`src/asram_pkg.sv`:
```
// Package of constants and carrier types for the asynchronous SRAM host controller.
//------------------------------------------------------------
// Summary of operation
//------------------------------------------------------------
package asram_pkg;

  localparam int ASRAM_ADDR_W = 14;
  localparam int ASRAM_DATA_W = 4;
  localparam int ASRAM_CLK_PERIOD_NS = 50;
  // Slowest grade figures in nanoseconds.
  localparam int ASRAM_READ_CYCLE_NS = 25;
  localparam int ASRAM_WRITE_PULSE_NS = 15;
  localparam int ASRAM_DATA_SETUP_NS = 10;
  localparam int ASRAM_POWERDOWN_DELAY_NS = 25;
  // Least times round up, none below one cycle.
  localparam int ASRAM_READ_CYCLES = (ASRAM_READ_CYCLE_NS + ASRAM_CLK_PERIOD_NS - 1) / ASRAM_CLK_PERIOD_NS;
  localparam int ASRAM_WRITE_CYCLES = (ASRAM_WRITE_PULSE_NS + ASRAM_CLK_PERIOD_NS - 1) / ASRAM_CLK_PERIOD_NS;
  localparam int ASRAM_SETUP_CYCLES = (ASRAM_DATA_SETUP_NS + ASRAM_CLK_PERIOD_NS - 1) / ASRAM_CLK_PERIOD_NS;
  localparam int ASRAM_CNT_W = 4;
  localparam logic [ASRAM_CNT_W-1:0] ASRAM_CNT_RESET = 4'h0;
  localparam logic [ASRAM_ADDR_W-1:0] ASRAM_ADDR_RESET = 14'h0000;
  localparam logic [ASRAM_DATA_W-1:0] ASRAM_DATA_RESET = 4'h0;

  // Pin group driven toward the memory.
  typedef struct packed {
    logic [ASRAM_ADDR_W-1:0] addr;
    logic [ASRAM_DATA_W-1:0] din;
    logic select_first_n;
    logic select_second_n;
    logic write_n;
  } asram_pins_type;

  // User request.
  typedef struct packed {
    logic valid;
    logic write;
    logic [ASRAM_ADDR_W-1:0] addr;
    logic [ASRAM_DATA_W-1:0] wdata;
  } asram_req_type;

  // User answer.
  typedef struct packed {
    logic ready;
    logic done;
    logic [ASRAM_DATA_W-1:0] rdata;
  } asram_rsp_type;

  typedef enum logic [2:0] {
    ASRAM_IDLE,
    ASRAM_SETUP,
    ASRAM_STROBE,
    ASRAM_RELEASE,
    ASRAM_FINISH
  } asram_state_type;

endpackage : asram_pkg

```
`src/asram_sync.sv`:
```
// Three-stage synchroniser for the read data pins.
`timescale 1ns/100ps
module asram_sync
  import asram_pkg::*;
#(
  parameter int WIDTH = ASRAM_DATA_W
) (
  input wire logic i_core_clk,
  input wire logic i_rst,
  input wire logic [WIDTH-1:0] i_async,
  output logic [WIDTH-1:0] o_sync,
  output logic o_stable
);

  typedef struct packed {
    logic [WIDTH-1:0] s1;
    logic [WIDTH-1:0] s2;
    logic [WIDTH-1:0] s3;
  } asram_sync_state_type;

  asram_sync_state_type state;
  asram_sync_state_type next_state;

  //------------------------------------------------------------
  // Shift chain
  //------------------------------------------------------------
  // The first stage feeds only the second, so metastability never reaches a comparator.
  always_comb begin
    next_state.s1 = i_async;
    next_state.s2 = state.s1;
    next_state.s3 = state.s2;
  end

  always_ff @(posedge i_core_clk or posedge i_rst) begin
    if (i_rst) begin
      state <= '0;
    end else begin
      state <= next_state;
    end
  end

  // A value counts once the second and third stages agree.
  assign o_sync = state.s3;
  assign o_stable = (state.s2 == state.s3);

endmodule : asram_sync

```
`src/asram_host.sv`:
```
// Host controller that runs reads and writes on an asynchronous 16K x 4 static memory.
`timescale 1ns/100ps
module asram_host
  import asram_pkg::*;
#(
  parameter int READ_CYCLES = ASRAM_READ_CYCLES,
  parameter int WRITE_CYCLES = ASRAM_WRITE_CYCLES,
  parameter int SETUP_CYCLES = ASRAM_SETUP_CYCLES
) (
  input wire logic i_core_clk,
  input wire logic i_rst,
  input wire asram_req_type i_req,
  output asram_rsp_type o_rsp,
  output asram_pins_type o_pins,
  input wire logic [ASRAM_DATA_W-1:0] i_dout
);

  //------------------------------------------------------------
  // Elaboration checks
  //------------------------------------------------------------
  // Every state waits at least one clock, so a zero count cannot be served.
  if (READ_CYCLES < 1) begin : g_bad_read_min
    $error("asram_host: read count below one cycle");
  end

  if (WRITE_CYCLES < 1) begin : g_bad_write_min
    $error("asram_host: write count below one cycle");
  end

  if (SETUP_CYCLES < 1) begin : g_bad_setup_min
    $error("asram_host: setup count below one cycle");
  end

  // The counter must hold the longest wait, plus the three synchroniser stages.
  if (READ_CYCLES + 3 >= (1 << ASRAM_CNT_W)) begin : g_bad_read_max
    $error("asram_host: read count too large for the counter");
  end

  if (WRITE_CYCLES >= (1 << ASRAM_CNT_W)) begin : g_bad_write_max
    $error("asram_host: write count too large for the counter");
  end

  if (SETUP_CYCLES >= (1 << ASRAM_CNT_W)) begin : g_bad_setup_max
    $error("asram_host: setup count too large for the counter");
  end

  // Counts shorter than the slowest memory grade would sample or release too early.
  if (READ_CYCLES * ASRAM_CLK_PERIOD_NS < ASRAM_READ_CYCLE_NS) begin : g_short_read
    $error("asram_host: read count shorter than the access time");
  end

  if (WRITE_CYCLES * ASRAM_CLK_PERIOD_NS < ASRAM_WRITE_PULSE_NS) begin : g_short_write
    $error("asram_host: write count shorter than the write pulse");
  end

  if (SETUP_CYCLES * ASRAM_CLK_PERIOD_NS < ASRAM_DATA_SETUP_NS) begin : g_short_setup
    $error("asram_host: setup count shorter than the data setup");
  end

  // The pins must reach every word of a 16384 by 4 array and nothing beyond it.
  if ((1 << ASRAM_ADDR_W) != 16384 || ASRAM_DATA_W != 4) begin : g_bad_geometry
    $error("asram_host: pin widths do not match the memory array");
  end

  // Wait counts as loaded into the counter; a read adds the synchroniser depth.
  localparam logic [ASRAM_CNT_W-1:0] READ_WAIT = ASRAM_CNT_W'(READ_CYCLES + 3);
  localparam logic [ASRAM_CNT_W-1:0] WRITE_WAIT = ASRAM_CNT_W'(WRITE_CYCLES);
  localparam logic [ASRAM_CNT_W-1:0] SETUP_WAIT = ASRAM_CNT_W'(SETUP_CYCLES);

  // All state of the sequencer lives in one record.
  typedef struct packed {
    asram_state_type fsm;
    logic [ASRAM_CNT_W-1:0] cnt;
    logic write;
    asram_pins_type pins;
    asram_rsp_type rsp;
  } asram_host_state_type;

  asram_host_state_type state;
  asram_host_state_type next_state;
  // Synchronised read data and the flag that says its last two stages agree.
  logic [ASRAM_DATA_W-1:0] dout_sync;
  logic dout_stable;

  //------------------------------------------------------------
  // Read data synchroniser
  //------------------------------------------------------------
  asram_sync #(
    .WIDTH(ASRAM_DATA_W)
  ) u_sync (
    .i_core_clk(i_core_clk),
    .i_rst(i_rst),
    .i_async(i_dout),
    .o_sync(dout_sync),
    .o_stable(dout_stable)
  );

  //------------------------------------------------------------
  // Access sequencer
  //------------------------------------------------------------
  // Each access walks the same states, one clock or more apiece:
  //   IDLE takes a request and loads address and write data onto the pins.
  //   SETUP waits while the address settles, then lowers both selects together.
  //   STROBE lowers the strobe for a write, or keeps it high while read data ripples
  //   through the memory and the three-stage synchroniser.
  //   RELEASE raises the selects once the strobe is high again, and for a read it
  //   captures the synchronised word when the last two stages agree.
  //   FINISH pulses done and reopens the sequencer for the next request.
  // Address and data are set a full state before any control goes active, and the
  // controls drop a full state before address or data move, so every setup and hold
  // is met with a whole clock of margin at 20 MHz.
  // The strobe rises a full state before the selects, so every write ends on the strobe
  // edge and the selects never end one; this keeps the hold reference in one place.
  // A request that arrives while busy is ignored, not queued, so the user must wait for
  // ready before presenting the next one.
  // A read whose data keeps changing holds the selects low until it settles; a memory
  // that never drives steady data stalls the sequencer, seen as a missing done pulse.
  // Trade-off: whole-clock states waste most of each cycle at 20 MHz, but the logic
  // needs no delay lines and serves every memory grade whose times fit in one clock.
  // Between accesses the pins hold still, so the memory falls back to standby power.
  always_comb begin
    next_state = state;
    next_state.rsp.done = 1'b0;
    case (state.fsm)
      ASRAM_IDLE: begin
        // Ready tells the user that the next request will be taken.
        next_state.rsp.ready = 1'b1;
        if (i_req.valid) begin
          // Address changes only while every control is inactive.
          next_state.pins.addr = i_req.addr;
          next_state.pins.din = i_req.wdata;
          next_state.write = i_req.write;
          next_state.rsp.ready = 1'b0;
          next_state.cnt = SETUP_WAIT;
          next_state.fsm = ASRAM_SETUP;
        end
      end

      ASRAM_SETUP: begin
        // Selects go active only after the address has settled.
        if (state.cnt > 4'h1) begin
          next_state.cnt = state.cnt - 4'h1;
        end else begin
          next_state.pins.select_first_n = 1'b0;
          next_state.pins.select_second_n = 1'b0;
          // The strobe follows the selects, so it is the last control to assert.
          next_state.cnt = state.write ? WRITE_WAIT : READ_WAIT;
          next_state.fsm = ASRAM_STROBE;
        end
      end

      ASRAM_STROBE: begin
        // Strobe falls only for writes; reads keep it high throughout.
        if (state.write) begin
          next_state.pins.write_n = 1'b0;
        end else begin
          next_state.pins.write_n = 1'b1;
        end
        // The first strobe cycle reloads the counter so the pulse lasts the full write count.
        if (state.write && state.pins.write_n) begin
          next_state.cnt = WRITE_WAIT;
        end else if (state.cnt > 4'h1) begin
          next_state.cnt = state.cnt - 4'h1;
        end else begin
          // The strobe ends the write first; selects stay low one more state.
          next_state.pins.write_n = 1'b1;
          next_state.fsm = ASRAM_RELEASE;
        end
      end

      ASRAM_RELEASE: begin
        // The captured word is the synchroniser's third stage.
        if (!state.write) begin
          next_state.rsp.rdata = dout_sync;
        end
        // Read data is loaded every cycle; a write raises the selects at once, a read only once the last two stages agree.
        if (state.write || dout_stable) begin
          next_state.pins.select_first_n = 1'b1;
          next_state.pins.select_second_n = 1'b1;
          next_state.fsm = ASRAM_FINISH;
        end
      end

      ASRAM_FINISH: begin
        // Address and data hold one more state after the controls are gone.
        next_state.rsp.done = 1'b1;
        next_state.rsp.ready = 1'b1;
        next_state.fsm = ASRAM_IDLE;
      end

      // An unknown state falls back to idle; the pins keep whatever values they had.
      default: begin
        next_state.fsm = ASRAM_IDLE;
      end
    endcase
  end

  //------------------------------------------------------------
  // State register
  //------------------------------------------------------------
  // Reset parks every control high, so the memory stays deselected and in standby.
  always_ff @(posedge i_core_clk or posedge i_rst) begin
    if (i_rst) begin
      state.fsm <= ASRAM_IDLE;
      state.cnt <= ASRAM_CNT_RESET;
      state.write <= 1'b0;
      state.pins.addr <= ASRAM_ADDR_RESET;
      state.pins.din <= ASRAM_DATA_RESET;
      state.pins.select_first_n <= 1'b1;
      state.pins.select_second_n <= 1'b1;
      state.pins.write_n <= 1'b1;
      state.rsp.ready <= 1'b0;
      state.rsp.done <= 1'b0;
      state.rsp.rdata <= ASRAM_DATA_RESET;
    end else begin
      state <= next_state;
    end
  end

  // Outputs come straight from the state flip-flops.
  assign o_pins = state.pins;
  assign o_rsp = state.rsp;

endmodule : asram_host

```
`config.mk`:
```
export PLATFORM = sky130hd
export DESIGN_NAME = asram_host
export DESIGN_NICKNAME = d
export VERILOG_FILES = /design/src/asram_pkg.sv /design/src/asram_sync.sv /design/src/asram_host.sv
export SDC_FILE = /design/constraint.sdc
export NUM_CORES = 1
export LEC_CHECK = 0
export BUFFER_PORTS_ARGS = -buffer_cell sky130_fd_sc_hd__buf_2
export CELL_PAD_IN_SITES_DETAIL_PLACEMENT = 1
export CELL_PAD_IN_SITES_GLOBAL_PLACEMENT = 1
export CORE_MARGIN = 2
export CORE_UTILIZATION = 40
export CTS_CLUSTER_DIAMETER = 120
export DETAILED_ROUTE_END_ITERATION = 10
export PLACE_DENSITY = 0.73
export REMOVE_ABC_BUFFERS = 1
export SYNTH_ARGS = -nofsm -noshare
export SYNTH_HDL_FRONTEND = slang
export SYNTH_SLANG_ARGS = --single-unit
```
`constraint.sdc`:
```
create_clock -name i_core_clk -period 1.8 [get_ports i_core_clk]
set_input_delay 0.36 -clock i_core_clk [delete_from_list [all_inputs] [get_ports i_core_clk]]
set_output_delay 0.36 -clock i_core_clk [all_outputs]
set_load 0.01 [all_outputs]
```
==> flow_summary.ini <==
[power_and_ir_drop]
power_density_nw_per_um2 = 1750
leakage_nw = 1.10
ir_worst_vdd_mv = 0.740

[sta]
worstMarginPinSlew_ns = 0.723
clock.fmax_mhz = 584
relSlewSlack_pct = 51.5
finalCritPeriodShare_pct = 95.2
finClkSkew_ns = 0.0110
hold_viol = 0
finalSetupViolations = 0
drv_slew = 0
fin_tns_setup_ns = 0
post-route-min-period_ns = 1.71

[die]
fp.dieH_um = 76.3
fp.dieW_um = 76.3
die-area_sq_um = 5830
io_pins = 53
start_util_pct = 41.2
rows = 26
core-area_sq_um = 5070

[worst_setup_path]
r2r_slack_ns = 0.09
worstPathMaxFanout = 4
reg2regPathDepth = 7
r2r-start = state[28]$_DFFE_PP0P_
rr_endpoint = state[28]$_DFFE_PP0P_
endpoint_kind = flop
worst_path_max_delay_cell = dfrtp_1
critPathLaunchType = flop
critical_path_class = flop to flop
arrival_ns = 1.88
cp_cell_sequence = inv_1, ha_2, nor2_2, or3_4, a21oi_2, o221a_1, o22ai_1
slowest_delay_ns = 0.42
critPathRequiredTime_ns = 1.97

[detailed_routing]
firstDrtPassIters = 4
vias = 1290
drc = 0
drt_iter0_markers = 68
via_per_inst = 4.76
routed_wl_um = 3850
wl_per_cell_um = 14.2
final_antenna_net_count = 0

[logic_synthesis]
ys_seq_area_share_pct = 55.1
synth-simple-area-share_pct = 6.87
synth_common_cells = dfrtp_1 (44), buf_4 (31), mux2_1 (18)
synthTopCellsByArea = dfrtp_1 (53%), buf_4 (11%), mux2_1 (9.7%)
synth_area_per_cell_sq_um = 12.5
synth_edf_count = 0
yosys_warnings = 0
ys_async_sr_fraction_pct = 100
synth_flop_cell = dfrtp_1
synth_top_family_by_area = buffers and inverters
syn-cell-area_sq_um = 2090
synth_xor_area_share_pct = 2.93
synth_seq_cells = 46
synth-compound-area-share_pct = 8.79
syn_inst = 167
synth_cell_types = 42
synth_most_common_cell = dfrtp_1
synth_top_area_cell = dfrtp_1
yosys.area.top_type_share_pct = 52.6
synth_adder_area_share_pct = 1.20
synth.area.mux_share_pct = 12.3

[placement]
place_congestion = 0.818
port_buffers = 52
dpl.hpwl_um = 2960
dpl_cell_area_sq_um = 2260
place_inst = 263

[layout]
num-nets-final = 228
finish.utilization_pct = 46.8
multi_input_area_sq_um = 699
drive_gt1_share_pct = 42.8
fin_area_sq_um = 2370
n_antenna_cell = 0
fin_cells = 271
area_delta_synth_final_pct = 13.4
n_fill_cell = 562
regArea_sq_um = 1150

[job]
max-cap-violations = 0

[global_route]
grt_pass1_vias = 1526
overflow = 0
antenna_found_initial = 0
grt_pass1_wl_um = 6970
grt_max_degree = 28
grt_usage_pct = 14.8

[clock_tree]
cts_sinks = 46
cts_tree = done
cts_hold_buf = 0
cts_htree_levels = 2
cts_root_buffer = clkbuf_8
ctsResizeCount = 0
clockBufferDepth = 2
clk_pin_slew_worst_paths_ns = 0.08
clock_latency_ns = 0.30
post_cts_buffers = 0
cts_made_buffers = 5

[status]
run_status = finished clean

[hold_path]
hold_class = input pin to async pin
[where the power goes]
group | leakage [nW] | switching [mW] | internal [mW]
registers | 0.548 | 0.288 | 1.42
logic | 0.502 | 0.949 | 0.897
clock network | 0.0452 | 0.332 | 0.274
[worst max path at each step]
| stage | startpoint | endpoint | slack [ns] |
|---|---|---|---|
| 3_5_place_dp | state[28]$_DFFE_PP0P_ | state[28]$_DFFE_PP0P_ | 0.07 |
| 3_3_place_gp | state[28]$_DFFE_PP0P_ | state[28]$_DFFE_PP0P_ | 0.19 |
| 5_1_grt | state[28]$_DFFE_PP0P_ | state[28]$_DFFE_PP0P_ | -0.009 |
| 2_1_floorplan | state[32]$_DFFE_PP0P_ | o_pins[10]$_DFFE_PP0P_ | -0.03 |
| 6_report | state[28]$_DFFE_PP0P_ | state[28]$_DFFE_PP0P_ | 0.09 |
| 4_1_cts | state[28]$_DFFE_PP0P_ | state[28]$_DFFE_PP0P_ | 0.05 |
[cells by family (layout without fill, tap and decap cells)]
kind of cell,count (synthesis),count (layout)
DFF,46,46
buffers and inverters,40,74
AOI/OAI and AO/OA,25,25
and+or+nand+nor,24,24
muxes,23,23
xor gates and xnor gates,7,7
adders and majority gates,2,2
[state kept, by name, summed over array words and instances (netlist names)]
signal / flops
o_pins: 20
state: 8
u_sync.next_state: 8
o_rsp: 6
u_sync.o_sync: 4
[layout make-up]
class                   instances  share of cell area (%)
clock buffers                   6                    3.06
clock inverters                 2                   0.580
inverters                       8                    1.26
multi-input cells              81                    29.5
flip-flops and latches         46                    48.6
well taps                      70                    3.69
repair buffers                 58                    13.4
[critical path, delay by kind of cell, from the launching register on]
kind,cells,cell delay (ns)
adder cells (fa/ha/maj),1,0.20
flip-flops,1,0.42
buffers and inverters,1,0.10
AND/OR/NAND/NOR,2,0.44
AO/OA/AOI/OAI,3,0.43
[per-layer routing]
metal | part of all wire (%) | global-route usage [%] | wire length (um) | up-vias
met2 | 50 | 24.8 | 1920 | 38
met3 | 5.4 | 3.55 | 208 | 5
met4 | 1.5 | 6.00 | 58 | 0
li1 | - | - | - | 606
met5 | 0 | 0 | 0 | -
met1 | 43 | 18.5 | 1660 | 641
[through the flow]
stage / total power, mW / setup WS [ns] / hold slack [ns]
2_1_floorplan: 2.82 / -0.0335 / 0.331
3_3_place_gp: 3.41 / 0.192 / 0.333
3_5_place_dp: 3.51 / 0.0742 / 0.338
4_1_cts: 4.15 / 0.0522 / 0.0892
5_1_grt: 4.50 / -0.00942 / 0.109
6_report: 4.16 / 0.0871 / 0.0875
[cells in the final DEF (no fill, tap or decap), drive strengths merged, types with 2 or more instances in the layout]
cell,netlist,final
dfrtp,44,44
xnor2,6,6
nand2,7,7
a21oi,5,5
nor2,9,9
mux2,22,22
inv,8,7
clkbuf,0,6
o21ai,6,6
ha,2,2
buf,32,58
nor3,2,2
o22ai,2,2
clkinv,0,3
dfstp,2,2
No activity file was read; power rests on OpenSTA's default activity.
